===== src/logic/dbs_cfg.svh =====
// Purpose: Constants for the dynamic bus sizing sequencer
// Assumes: Included by the package and the design file
// Notes: Definitions only
`ifndef DBS_CFG_SVH
`define DBS_CFG_SVH
`define DBS_SIZE_BYTE 2'h1
`define DBS_SIZE_WORD 2'h2
`define DBS_SIZE_THREE 2'h3
`define DBS_SIZE_LONG 2'h0
`define DBS_ADDR_W 24
`define DBS_FC_W 3
`define DBS_FIFO_DEPTH 8
`define DBS_BYTES_LONG 3'h4
`define DBS_BYTES_THREE 3'h3
`define DBS_BYTES_WORD 3'h2
`define DBS_BYTES_ONE 3'h1
`define DBS_STEP_PORT16 3'h2
`define DBS_STEP_PORT8 3'h1
`define DBS_LANE_HI 15:8
`define DBS_LANE_LO 7:0
`endif


===== src/logic/dbs_pkg.sv =====
// Purpose: Types for the dynamic bus sizing sequencer
// Assumes: dbs_cfg.svh gives widths
// Notes: Requests travel as one struct
`include "dbs_cfg.svh"
package dbs_pkg;
   typedef struct packed {
      logic is_long;
      logic write;
      logic [`DBS_FC_W-1:0] space;
      logic [`DBS_ADDR_W-1:0] addr;
      logic [31:0] data;
   } dbs_req_type;
   localparam int REQ_W = $bits(dbs_req_type);
endpackage


===== src/logic/dbs_sequencer.sv =====
// Purpose: Dynamic bus sizing sequencer with request FIFO
// Assumes: Bus acknowledges sampled synchronously, one cycle per bus cycle
// Notes: Byte operands and address space decode are not handled
`include "dbs_cfg.svh"

// =====================================
// Request FIFO
module dbs_fifo #(
   parameter int WIDTH = 8,
   parameter int DEPTH = `DBS_FIFO_DEPTH
) (
   input wire logic clk_i,
   input wire logic rst_n_i,
   input wire logic in_valid_i,
   output logic in_ready_o,
   input wire logic [WIDTH-1:0] in_data_i,
   output logic out_valid_o,
   input wire logic out_ready_i,
   output logic [WIDTH-1:0] out_data_o
);
   localparam int AW = $clog2(DEPTH);
   initial begin
      if (DEPTH < 2 || (1 << AW) != DEPTH) $error("FIFO depth must be a power of two");
   end
   logic [WIDTH-1:0] mem_r [DEPTH];
   logic [AW:0] wp_r, wp_nxt, rp_r, rp_nxt;
   logic push, pop;
   always_comb begin
      in_ready_o = (wp_r - rp_r) != (AW+1)'(DEPTH);
      out_valid_o = wp_r != rp_r;
      out_data_o = mem_r[rp_r[AW-1:0]];
      push = in_valid_i && in_ready_o;
      pop = out_valid_o && out_ready_i;
      wp_nxt = push ? wp_r + 1'b1 : wp_r;
      rp_nxt = pop ? rp_r + 1'b1 : rp_r;
   end
   always_ff @(posedge clk_i) begin
      if (!rst_n_i) begin
         wp_r <= '0;
         rp_r <= '0;
      end else begin
         wp_r <= wp_nxt;
         rp_r <= rp_nxt;
      end
   end
   always_ff @(posedge clk_i) begin
      if (push) begin
         mem_r[wp_r[AW-1:0]] <= in_data_i;
      end
   end
   fifo_bound_a: assert property (@(posedge clk_i) disable iff (!rst_n_i)
      (wp_r - rp_r) <= (AW+1)'(DEPTH)) else $error("FIFO count over depth");
   fifo_full_a: assert property (@(posedge clk_i) disable iff (!rst_n_i)
      !in_ready_o |-> out_valid_o)
      else $error("Full FIFO shows no data");
   fifo_hold_a: assert property (@(posedge clk_i) disable iff (!rst_n_i)
      out_valid_o && !out_ready_i |=> out_valid_o && $stable(out_data_o))
      else $error("Pending FIFO head changed");
endmodule // dbs_fifo

// =====================================
// Sequencer
module dbs_sequencer #(
   parameter int FIFO_DEPTH = `DBS_FIFO_DEPTH
) (
   input wire logic clk_i,
   input wire logic rst_n_i,
   input wire logic req_valid_i,
   output logic req_ready_o,
   input wire dbs_pkg::dbs_req_type req_i,
   output logic bus_active_o,
   output logic [`DBS_ADDR_W-1:0] addr_o,
   output logic size_code_hi_o,
   output logic size_code_lo_o,
   output logic [`DBS_FC_W-1:0] access_space_code_o,
   output logic read_write_strobe_o,
   output logic [15:0] data_o,
   output logic data_oe_o,
   input wire logic [15:0] data_i,
   input wire logic ack_port8_i,
   input wire logic ack_port16_i,
   output logic rd_valid_o,
   output logic [31:0] rd_data_o
);
   typedef enum logic [0:0] {DBS_IDLE, DBS_RUN} dbs_state_type;
   dbs_state_type st_r, st_nxt;
   dbs_pkg::dbs_req_type cur_r, cur_nxt, fifo_out;
   logic [2:0] rem_r, rem_nxt;
   logic [2:0] half_r, half_nxt;
   logic [`DBS_ADDR_W-1:0] addr_r, addr_nxt;
   logic [31:0] rd_r, rd_nxt;
   logic rd_valid_r, rd_valid_nxt;
   logic fifo_valid, fifo_take, ack;
   logic [2:0] step, done_bytes;
   logic [1:0] sz;
   logic [7:0] b_first, b_second;

   initial begin
      if (FIFO_DEPTH < 2) $error("Request FIFO depth too small");
   end

   dbs_fifo #(.WIDTH(dbs_pkg::REQ_W), .DEPTH(FIFO_DEPTH)) u_fifo (
      .clk_i(clk_i),
      .rst_n_i(rst_n_i),
      .in_valid_i(req_valid_i),
      .in_ready_o(req_ready_o),
      .in_data_i(req_i),
      .out_valid_o(fifo_valid),
      .out_ready_i(fifo_take),
      .out_data_o(fifo_out)
   );

   always_comb begin
      ack = ack_port8_i || ack_port16_i;
      // Bytes already moved, and the two next bytes of the operand
      done_bytes = (cur_r.is_long ? `DBS_BYTES_LONG : `DBS_BYTES_WORD) - rem_r;
      b_first = cur_r.data[31 - 8*done_bytes[1:0] -: 8];
      b_second = cur_r.data[23 - 8*done_bytes[1:0] -: 8];
      // Remaining count within the current half; misaligned long uses word pieces
      case (half_r)
         `DBS_BYTES_LONG: sz = `DBS_SIZE_LONG;
         `DBS_BYTES_THREE: sz = `DBS_SIZE_THREE;
         `DBS_BYTES_WORD: sz = `DBS_SIZE_WORD;
         default: sz = `DBS_SIZE_BYTE;
      endcase
      // Aligned long on a 16-bit port moves a word on each of its two acks
      // Port 8 moves one byte; port 16 moves two when aligned with at least two bytes left in the half, else one
      if (ack_port16_i && !addr_r[0] && half_r >= `DBS_BYTES_WORD) begin
         step = `DBS_STEP_PORT16;
      end else begin
         step = `DBS_STEP_PORT8;
      end
      // Write lane steering
      if (addr_r[0] && half_r == `DBS_BYTES_WORD && done_bytes[0] == 1'b0 && cur_r.is_long == 1'b0) begin
         data_o = {b_first, b_first};
      end else if (addr_r[0]) begin
         data_o = {b_first, b_first};
      end else if (half_r == `DBS_BYTES_ONE) begin
         data_o = {b_first, b_first};
      end else begin
         data_o = {b_first, b_second};
      end
      st_nxt = st_r;
      cur_nxt = cur_r;
      rem_nxt = rem_r;
      half_nxt = half_r;
      addr_nxt = addr_r;
      rd_nxt = rd_r;
      rd_valid_nxt = 1'b0;
      fifo_take = 1'b0;
      case (st_r)
         DBS_IDLE: begin
            if (fifo_valid) begin
               fifo_take = 1'b1;
               cur_nxt = fifo_out;
               addr_nxt = fifo_out.addr;
               rem_nxt = fifo_out.is_long ? `DBS_BYTES_LONG : `DBS_BYTES_WORD;
               half_nxt = (fifo_out.is_long && !fifo_out.addr[0]) ? `DBS_BYTES_LONG : `DBS_BYTES_WORD;
               rd_nxt = '0;
               st_nxt = DBS_RUN;
            end
         end
         DBS_RUN: begin
            if (ack) begin
               // Read capture by lane and acknowledge
               if (step == `DBS_STEP_PORT16) begin
                  rd_nxt[31 - 8*done_bytes[1:0] -: 16] = data_i;
               end else if (ack_port16_i && addr_r[0]) begin
                  rd_nxt[31 - 8*done_bytes[1:0] -: 8] = data_i[`DBS_LANE_LO];
               end else begin
                  rd_nxt[31 - 8*done_bytes[1:0] -: 8] = data_i[`DBS_LANE_HI];
               end
               rem_nxt = rem_r - step;
               addr_nxt = addr_r + `DBS_ADDR_W'(step);
               half_nxt = (half_r == step) ? `DBS_BYTES_WORD : half_r - step;
               if (rem_r == step) begin
                  st_nxt = DBS_IDLE;
                  rd_valid_nxt = !cur_r.write;
               end
            end
         end
         default: st_nxt = DBS_IDLE;
      endcase
   end

   always_ff @(posedge clk_i) begin
      if (!rst_n_i) begin
         st_r <= DBS_IDLE;
         cur_r <= '0;
         rem_r <= '0;
         half_r <= '0;
         addr_r <= '0;
         rd_r <= '0;
         rd_valid_r <= 1'b0;
      end else begin
         st_r <= st_nxt;
         cur_r <= cur_nxt;
         rem_r <= rem_nxt;
         half_r <= half_nxt;
         addr_r <= addr_nxt;
         rd_r <= rd_nxt;
         rd_valid_r <= rd_valid_nxt;
      end
   end

   always_comb begin
      bus_active_o = st_r == DBS_RUN;
      addr_o = addr_r;
      size_code_hi_o = sz[1];
      size_code_lo_o = sz[0];
      access_space_code_o = cur_r.space;
      read_write_strobe_o = !cur_r.write;
      data_oe_o = bus_active_o && cur_r.write;
      rd_valid_o = rd_valid_r;
      rd_data_o = rd_r;
   end

   // =====================================
   // Checks
   long_size_a: assert property (@(posedge clk_i) disable iff (!rst_n_i)
      $rose(bus_active_o) && cur_r.is_long && !addr_r[0] |-> {size_code_hi_o, size_code_lo_o} == 2'h0)
      else $error("Aligned long must start with long size");
   mis_word_a: assert property (@(posedge clk_i) disable iff (!rst_n_i)
      $rose(bus_active_o) && addr_r[0] |-> {size_code_hi_o, size_code_lo_o} == `DBS_SIZE_WORD)
      else $error("Odd start must show word size");
   step_addr_a: assert property (@(posedge clk_i) disable iff (!rst_n_i)
      bus_active_o && ack_port8_i && !ack_port16_i |=> addr_r == $past(addr_r) + 24'h1)
      else $error("Byte ack must bump address by one");
   long16_a: assert property (@(posedge clk_i) disable iff (!rst_n_i)
      bus_active_o && ack_port16_i && !addr_r[0] && cur_r.is_long && rem_r == 3'h4 |=>
      bus_active_o && addr_r == $past(addr_r) + 24'h2 && {size_code_hi_o, size_code_lo_o} == 2'h2)
      else $error("Long on 16-bit port second cycle wrong");
   word16_a: assert property (@(posedge clk_i) disable iff (!rst_n_i)
      bus_active_o && ack_port16_i && !addr_r[0] && !cur_r.is_long |=> !bus_active_o ##0 rd_valid_o == !$past(cur_r.write))
      else $error("Aligned word on 16-bit port not single cycle");
   mis_rep_a: assert property (@(posedge clk_i) disable iff (!rst_n_i)
      data_oe_o && addr_r[0] |-> data_o[15:8] == data_o[7:0])
      else $error("Odd write must replicate byte");
   strobe_a: assert property (@(posedge clk_i) disable iff (!rst_n_i)
      bus_active_o |-> read_write_strobe_o == !cur_r.write)
      else $error("Direction strobe wrong");
   end_a: assert property (@(posedge clk_i) disable iff (!rst_n_i)
      bus_active_o && ack && rem_r == 3'h1 |=> !bus_active_o)
      else $error("Transfer did not end at zero");

   // =====================================
   // Bus hold and lane drive checks
   hold_addr_a: assert property (@(posedge clk_i) disable iff (!rst_n_i)
      bus_active_o && !ack |=> $stable(addr_o))
      else $error("Address moved without ack");
   hold_size_a: assert property (@(posedge clk_i) disable iff (!rst_n_i)
      bus_active_o && !ack |=> $stable({size_code_hi_o, size_code_lo_o}))
      else $error("Size code moved without ack");
   hold_space_a: assert property (@(posedge clk_i) disable iff (!rst_n_i)
      bus_active_o && !ack |=> $stable(access_space_code_o))
      else $error("Space code moved in a cycle");
   hold_wdata_a: assert property (@(posedge clk_i) disable iff (!rst_n_i)
      data_oe_o && !ack |=> $stable(data_o))
      else $error("Write lanes moved without ack");
   oe_idle_a: assert property (@(posedge clk_i) disable iff (!rst_n_i)
      !bus_active_o |-> !data_oe_o)
      else $error("Lanes driven while idle");
   oe_write_a: assert property (@(posedge clk_i) disable iff (!rst_n_i)
      bus_active_o && !read_write_strobe_o |-> data_oe_o)
      else $error("Write cycle without lane drive");

   // =====================================
   // Start, size and step checks
   start_addr_a: assert property (@(posedge clk_i) disable iff (!rst_n_i)
      $rose(bus_active_o) |-> addr_o == cur_r.addr)
      else $error("First cycle not at request address");
   start_word_a: assert property (@(posedge clk_i) disable iff (!rst_n_i)
      $rose(bus_active_o) && !cur_r.is_long |-> {size_code_hi_o, size_code_lo_o} == `DBS_SIZE_WORD)
      else $error("Word must start with word size");
   three_long_a: assert property (@(posedge clk_i) disable iff (!rst_n_i)
      bus_active_o && {size_code_hi_o, size_code_lo_o} == `DBS_SIZE_THREE |-> cur_r.is_long && !cur_r.addr[0])
      else $error("Three byte size outside aligned long");
   long8_three_a: assert property (@(posedge clk_i) disable iff (!rst_n_i)
      bus_active_o && ack_port8_i && !ack_port16_i && cur_r.is_long && !cur_r.addr[0] && rem_r == `DBS_BYTES_LONG
      |=> {size_code_hi_o, size_code_lo_o} == `DBS_SIZE_THREE)
      else $error("Second long cycle not three bytes");
   long8_word_a: assert property (@(posedge clk_i) disable iff (!rst_n_i)
      bus_active_o && ack_port8_i && !ack_port16_i && cur_r.is_long && !cur_r.addr[0] && rem_r == `DBS_BYTES_THREE
      |=> {size_code_hi_o, size_code_lo_o} == `DBS_SIZE_WORD)
      else $error("Third long cycle not word size");
   long8_byte_a: assert property (@(posedge clk_i) disable iff (!rst_n_i)
      bus_active_o && ack_port8_i && !ack_port16_i && cur_r.is_long && !cur_r.addr[0] && rem_r == `DBS_BYTES_WORD
      |=> {size_code_hi_o, size_code_lo_o} == `DBS_SIZE_BYTE)
      else $error("Last long cycle not byte size");
   rem_step_a: assert property (@(posedge clk_i) disable iff (!rst_n_i)
      bus_active_o && ack && rem_r > `DBS_BYTES_WORD |=> bus_active_o)
      else $error("Transfer ended with bytes left");
   addr16_a: assert property (@(posedge clk_i) disable iff (!rst_n_i)
      bus_active_o && ack_port16_i && addr_r[0] |=> addr_o == $past(addr_o) + 24'h1)
      else $error("Odd 16-bit ack must bump address by one");

   // =====================================
   // Lane checks
   lane_hi_a: assert property (@(posedge clk_i) disable iff (!rst_n_i)
      bus_active_o && ack_port8_i && !ack_port16_i && read_write_strobe_o
      |=> rd_r[31 - 8*$past(done_bytes[1:0]) -: 8] == $past(data_i[`DBS_LANE_HI]))
      else $error("Byte port read not from upper lane");
   lane_lo_a: assert property (@(posedge clk_i) disable iff (!rst_n_i)
      bus_active_o && ack_port16_i && addr_r[0] && read_write_strobe_o
      |=> rd_r[31 - 8*$past(done_bytes[1:0]) -: 8] == $past(data_i[`DBS_LANE_LO]))
      else $error("Odd 16-bit read not from lower lane");
   lane_word_a: assert property (@(posedge clk_i) disable iff (!rst_n_i)
      bus_active_o && ack_port16_i && !addr_r[0] && half_r >= `DBS_BYTES_WORD && read_write_strobe_o
      |=> rd_r[31 - 8*$past(done_bytes[1:0]) -: 16] == $past(data_i))
      else $error("Aligned 16-bit read not whole word");
   wr_pair_a: assert property (@(posedge clk_i) disable iff (!rst_n_i)
      data_oe_o && !addr_r[0] && half_r >= `DBS_BYTES_WORD |-> data_o == cur_r.data[31 - 8*done_bytes[1:0] -: 16])
      else $error("Aligned write lanes wrong");
   wr_last_a: assert property (@(posedge clk_i) disable iff (!rst_n_i)
      data_oe_o && half_r == `DBS_BYTES_ONE |-> data_o[`DBS_LANE_HI] == cur_r.data[31 - 8*done_bytes[1:0] -: 8])
      else $error("Last byte not on upper lane");

   // =====================================
   // Read completion checks
   rd_pulse_a: assert property (@(posedge clk_i) disable iff (!rst_n_i)
      rd_valid_o |=> !rd_valid_o)
      else $error("Read done longer than one cycle");
   rd_dir_a: assert property (@(posedge clk_i) disable iff (!rst_n_i)
      rd_valid_o |-> !bus_active_o && read_write_strobe_o)
      else $error("Read done outside a finished read");
endmodule // dbs_sequencer


===== config.mk =====
export PLATFORM = sky130hd
export DESIGN_NAME = dbs_sequencer
export DESIGN_NICKNAME = d
export VERILOG_FILES = /design/src/logic/dbs_pkg.sv /design/src/logic/dbs_sequencer.sv
export VERILOG_INCLUDE_DIRS = /design/src /design/src/logic
export SDC_FILE = /design/constraint.sdc
export NUM_CORES = 1
export LEC_CHECK = 0
export ABC_CLOCK_PERIOD_IN_PS = 24200
export BUFFER_PORTS_ARGS = -buffer_cell sky130_fd_sc_hd__buf_2
export CELL_PAD_IN_SITES_DETAIL_PLACEMENT = 1
export CELL_PAD_IN_SITES_GLOBAL_PLACEMENT = 1
export CORE_UTILIZATION = 40
export CTS_BUF_LIST = sky130_fd_sc_hd__clkbuf_4 sky130_fd_sc_hd__clkbuf_8
export DETAILED_ROUTE_END_ITERATION = 6
export PLACE_DENSITY_LB_ADDON = 0.1
export SYNTH_ARGS = -nofsm -noshare
export SYNTH_HDL_FRONTEND = slang
export SYNTH_SLANG_ARGS = --single-unit

===== constraint.sdc =====
create_clock -name clk_i -period 24.2 [get_ports clk_i]
set_clock_uncertainty 0.15 [all_clocks]
set_input_delay 1.21 -clock clk_i [delete_from_list [all_inputs] [get_ports clk_i]]
set_output_delay 1.21 -clock clk_i [all_outputs]
set_load 0.03 [all_outputs]

# [After elaboration in Yosys (flattened, before gate mapping)]
# Memory sizes are Yosys's and may differ from the RTL's. A register that Yosys moved wholly into a read port is not among the register bits.
# Index checks and enable logic that the tools add are counted.
[op_classes] addsub=10 order_cmp=1 n_eq_ne=11 shifts=7 muxes=35 n_bitwise=3 reduce_logical=17
[op_table] op="$mux W32" count=4
[op_table] op="$bwmux W32" count=3
[op_table] op="$shiftx A39 B33 Y8" count=2
[op_table] op="$shiftx A8 B34 Y39" count=2
[op_table] op="$pmux W32 S2" count=1
[op_table] op="$mux W24" count=2
[op_table] op="$pmux W24 S2" count=1
[op_table] op="$shift A16 B34 Y47 const A" count=1
[op_table] op="$shiftx A16 B34 Y47" count=1
[op_table] op="$shift A8 B34 Y39 const A" count=1
[op_table] op="$neg A32 Y34" count=1
[op_table] op="$mux W3" count=9
[op_table] op="$add A24 B3 Y24" count=1
[op_table] op="$mux W8" count=3
[op_table] op="$pmux W3 S2" count=2
[op_table] op="$sub A5 B5 Y6 const A" count=2
[op_table] op="$logic_and A1 B1 Y1" count=10
[op_table] op="$eq A3 B2 Y1 const B" count=3
[op_table] op="$add A4 B1 Y4 const B" count=2
[op_table] op="$mux W1" count=6
[op_table] op="$pmux W2 S3" count=1
[op_table] op="$mux W2" count=2
[op_table] op="$ne A4 B4 Y1" count=1
[op_table] op="$ne A4 B4 Y1 const B" count=1
[op_table] op="17 further kinds" count=22
[word_totals] reg_bits=109 mem_bits_rw=488 output_inout_bits=82 memories=1
[mem_list] memory="u_fifo.mem_r" depth=8 word_bits=61 rd=1 rd_clocked_by_memory_dff=1 write_ports=1 line_no="dbs_sequencer.sv:25" source="logic [WIDTH-1:0] mem_r [DEPTH];"

# [Longest topological paths before layout]
[depth] word_depth=10 ltp_mapped=11 ltp_nobuf=9

# [Modules after synthesis]
# A second synthesis with hierarchy kept.
[hier_totals] hier_cells=1460 hier_area_um2=24821.3
[by_module_without_submodules] mod="dbs_fifo" n_inst=1 cells_each=783 area_per_inst_um2=19068.3 seq_area_each_um2=14874.3
[by_module_without_submodules] mod="dbs_sequencer" n_inst=1 cells_each=677 area_per_inst_um2=5753.0 seq_area_each_um2=2021.9

# [Worst setup path after synthesis]
# No wires, ideal clock.
[synth_timing] path_kind="register -> register" from="register u_fifo.wp_r[0]" to="memory u_fifo.mem_r[0][0] (netlist bit) (enable)" setup_time_ps=631 arrival_ps=7663 required_ps=23419 slack_ps=15757 path_stages_with_launch=10 n_path_buf=2 period_less_slack_ps=8443 path_cell_list="dfxtp_1 -> clkbuf_1 -> inv_1 -> ha_1 -> nor2b_1 -> xnor2_1 -> a2111oi_2 -> or3b_1 -> buf_4 -> nor4_1"
[synth_via] elab_chain_cells=5
[synth_rtl] element="start, declared" line_no="dbs_sequencer.sv:26" source="logic [AW:0] wp_r, wp_nxt, rp_r, rp_nxt;"
[synth_rtl] element="start signal, assigned" line_no="dbs_sequencer.sv:42" source="wp_r <= wp_nxt;"
[synth_rtl] element="$sub A4 B4 Y4" line_no="dbs_sequencer.sv:29" source="in_ready_o = (wp_r - rp_r) != (AW+1)'(DEPTH);"
[synth_rtl] element="$ne A4 B4 Y1" line_no="dbs_sequencer.sv:29"
[synth_rtl] element="$logic_and A1 B1 Y1" line_no="dbs_sequencer.sv:32" source="push = in_valid_i && in_ready_o;"
[synth_rtl] element="$mux W1" line_no="dbs_sequencer.sv:47" source="if (push) begin"
[synth_rtl] element="$mux W1 (implied by the code)" line_no="dbs_sequencer.sv:48" source="mem_r[wp_r[AW-1:0]] <= in_data_i;"
[synth_rtl] element="end, declared" line_no="dbs_sequencer.sv:25"
# Several ways; a longest one is shown, not always the timed one.

# [Worst setup path after layout]
[layout_timing] from="register rem_r[0]" to="output data_o[7]"
[layout_via] elab_chain_cells=6 word_cells_on_any_way=11
[layout_rtl] element="start, declared" line_no="dbs_sequencer.sv:88" source="logic [2:0] rem_r, rem_nxt;"
[layout_rtl] element="start signal, assigned" line_no="dbs_sequencer.sv:198" source="rem_r <= rem_nxt;"
[layout_rtl] element="$sub A2 B2 Y2 *" line_no="dbs_sequencer.sv:116" source="done_bytes = (cur_r.is_long ? `DBS_BYTES_LONG : `DBS_BYTES_WORD) - rem_r;"
[layout_rtl] element="$sub A5 B5 Y6, on equally long branches" line_no="dbs_sequencer.sv:118, dbs_sequencer.sv:117"
[layout_rtl] element="$shiftx A39 B33 Y8, on equally long branches" line_no="dbs_sequencer.sv:118, dbs_sequencer.sv:117"
[layout_rtl] element="$mux W8" line_no="dbs_sequencer.sv:138" source="end else if (half_r == `DBS_BYTES_ONE) begin"
[layout_rtl] element="$mux W8" line_no="dbs_sequencer.sv:136" source="end else if (addr_r[0]) begin"
[layout_rtl] element="$mux W8 *" line_no="dbs_sequencer.sv:134" source="if (addr_r[0] && half_r == `DBS_BYTES_WORD && done_bytes[0] == 1'b0 && cur_r.is_long == 1'b0) begin"
[layout_rtl] element="end, declared" line_no="dbs_sequencer.sv:77" source="output logic [15:0] data_o,"
# Mark *: on every way between the ends. The rest lies on a longest branch, timed or not.

==> flow_summary.toml <==
[power]
pwr-share-comb_pct = 34.1
internal-power_uw = 2160
p_seq_share_pct = 40.4
p_sw_share_pct = 37.3
switchingPower_uw = 1280
cellPowerDensity_nw_per_um2 = 122
power_leakage_uw = 0.00934
clkPwrFrac_pct = 25.4
ir_drop_mv = 0.0713

[outcome]
status = "finished clean"

[setup_path]
required_ns = 22.84
critPathSlowestCell = "nor2_1"
slowest_delay_ns = 0.82
crit_family = "simple AND/OR/NAND/NOR gates"
path_max_fanout = 19
start_kind = "flop"
worstSetupEndpointType = "primary output"
path_cells = "inv_1 > ha_1 > nor2_1 > mux4_2 > a22o_1 > buf_2"
arrival_ns = 3.57
critPathKind = "flop to primary output"
cp_num_buf_inv = 2

[die]
row_count = 90
core_um2 = 60600
fp.dieH_um = 250
die_area_um2 = 62600
start_util_pct = 40.7
io_pins = 164
die_width_um = 250

[job]
maxCapViolations = 0

[finish]
nets = 1792
multiInputGateArea_um2 = 7190
final_cell_area_um2 = 28200
drive_above_1_share_pct = 30.1
area_growth_pct = 14.6
fin_util_pct = 46.6
seqCellArea_um2 = 16900
finalNonFillerCells = 2567
fillers = 5906

[clocking]
clockBufferDepth = 3
cts_buffers = 100
ctsResizeCount = 0
clock_tree.htree_level_count = 3
ctsHoldBuffers = 0
cts_tree = "done"
post_cts_buffers = 0
clk_pin_slew_ns = 0.06
cts_root_buf = "clkbuf_8"
clock-sinks = 600
clock_latency_ns = 0.69

[synth]
synth_ff_type = "edfxtp_1"
ys_types = 78
synth_top_area_share_pct = 59.5
synth_top_cell_by_area = "edfxtp_1"
synthesis.area_per_instance_um2 = 16.5
synth_edf_count = 488
ys.warnings.count = 0
ys_ff_latch = 600
synth_area_leaders = "edfxtp_1 60%, mux4_2 12%, dfxtp_1 9.1%, mux2i_1 2.6%, a21oi_1 1.8%"
synth_area_um2 = 24600
synth-async-reset-ratio_pct = 0
syn-num-nets = 1591
ys_seq_area_share_pct = 68.6
synth_common_cells = "488 x edfxtp_1, 130 x mux4_2, 112 x dfxtp_1"
netlist_instances = 1491
yosysMostFrequentCell = "edfxtp_1"

[sta]
rsz0062_at_grt = "no"
final.period_utilization_pct = 20.4
tightest_slew_ns = 1.12
timing.final.crit_period_ns = 4.93
final_hold_viol_count = 0
setup_tns_ns = 0
hold_slack_ns = 0.302
fmax_mhz = 203
setup_viol = 0
slew_viol_final = 0
relSlewSlack_pct = 25.4

[grt]
grt_pass1_vias = 15100
grt_max_degree = 79
grt_pass1_wl_um = 98700
grt_overflow_total = 0
gr-usage-all-layers_pct = 21.3
antenna_found_initial = 12

[route]
drt_first_pass_iters = 7
routed_wl_um = 66400
drcViolationCount = 0
drt_iter0_drc = 864
drtAntennaViolNets = 0
vias = 14400
viasPerCell = 5.62
avgRoutedWirePerCell_um = 25.9

[placement]
placed_cell_area_um2 = 26200
dpl.cell_count = 2372
dp_hpwl_um = 40400
gp_congestion = 0.832
port_buffers = 163

[worst_hold_path]
hp-class = "flop to flop"
==> flip-flops by register name, indices dropped and copies added (netlist names), named ones only <==
register             count
addr_o                  24
u_fifo.rp_r              4
u_fifo.mem_r           488
half_r                   3
rd_data_o               32
u_fifo.wp_r              4
cur_r                   34
access_space_code_o      3
rd_valid_o               1
rem_r                    3
bus_active_o             1
==> worst min-delay path: stages (launching register included) <==
cell and delay [ns]:
dfxtp_1 0.31, inv_1 0.05, o32ai_1 0.05
==> layout make-up <==
| cell class | instances | area share, % |
|---|---|---|
| clock inverters | 62 | 1.21 |
| repair buffers | 193 | 3.69 |
| multi-input cells | 766 | 25.5 |
| clock buffers | 128 | 5.76 |
| well taps | 782 | 3.47 |
| flip-flops and latches | 600 | 59.9 |
| inverters | 31 | 0.412 |
| diodes | 5 | 0.0443 |
==> per-layer routing <==
metal  track usage, %  vias to the layer above  routed length [um]
li1                 -                     6418                   -
met1             29.5                     7520               30100
met2             34.5                      373               31700
met3             3.74                      104                3280
met4             6.49                       10                1220
met5                0                        -                  69
==> placed cells by master (no fill, tap or decap), drive strengths merged, types with 3 or more instances in the layout <==
cell / n
edfxtp: 488
buf: 193
mux4: 130
clkbuf: 128
dfxtp: 112
a21oi: 93
nor2: 78
nand2: 69
mux2i: 65
clkinv: 57
a211oi: 41
o21ai: 36
inv: 34
nand3: 26
nor3: 22
a22oi: 19
o31ai: 16
ha: 16
a31oi: 12
nand4: 11
o211ai: 11
a22o: 10
mux2: 10
o32ai: 8
nor2b: 7
nor4: 7
nand2b: 6
or2: 6
and3: 6
diode: 5
o21a: 5
or3: 5
a221oi: 5
or4: 4
xnor2: 4
xor2: 3
a21o: 3
o311ai: 3
==> final timing paths <==
kind	start	slack, ns	to	cells after the start
max	rem_r[0]$_SDFFE_PN0P_	19.27	data_o[7]	6
min	rd_data_o[14]$_SDFFE_PN0P_	0.30	rd_data_o[14]$_SDFFE_PN0P_	2
max reg2reg	u_fifo.wp_r[0]$_SDFFE_PN0P_	19.92	u_fifo.mem_r[5][47]$_DFFE_PP_	9
min reg2reg	rd_data_o[14]$_SDFFE_PN0P_	0.30	rd_data_o[14]$_SDFFE_PN0P_	2
==> stage by stage <==
stage | worst slack [ns] | power (uW)
3_3_place_gp | 19.93 | 2580
2_1_floorplan | 15.76 | 2230
5_1_grt | 19.07 | 3630
6_report | 19.27 | 3440
4_1_cts | 19.19 | 3490
3_5_place_dp | 19.89 | 2600
==> kinds of logic (layout without fill, tap and decap cells) <==
group | after synthesis | count (layout) | synth area share [%]
AO/OA/AOI/OAI | 277 | 277 | 7.44
XOR/XNOR | 7 | 7 | 0.279
adder cells (fa/ha/maj) | 18 | 18 | 0.975
buffers and inverters | 125 | 414 | 2.41
flip-flops | 600 | 600 | 68.6
multiplexers | 205 | 205 | 15.0
other | 0 | 5 | 0
AND/OR/NAND/NOR | 259 | 259 | 5.30
==> power groups by stage <==
| stage | logic, uW | registers, uW | clock network, uW |
|---|---|---|---|
| floorplan | 812 | 1420 | 0 |
| global placement | 1170 | 1410 | 0 |
| detailed placement | 1190 | 1410 | 0 |
| CTS | 1190 | 1390 | 902 |
| global route | 1270 | 1410 | 945 |
| finish | 1180 | 1390 | 875 |
(Power assumes the default switching activity.)
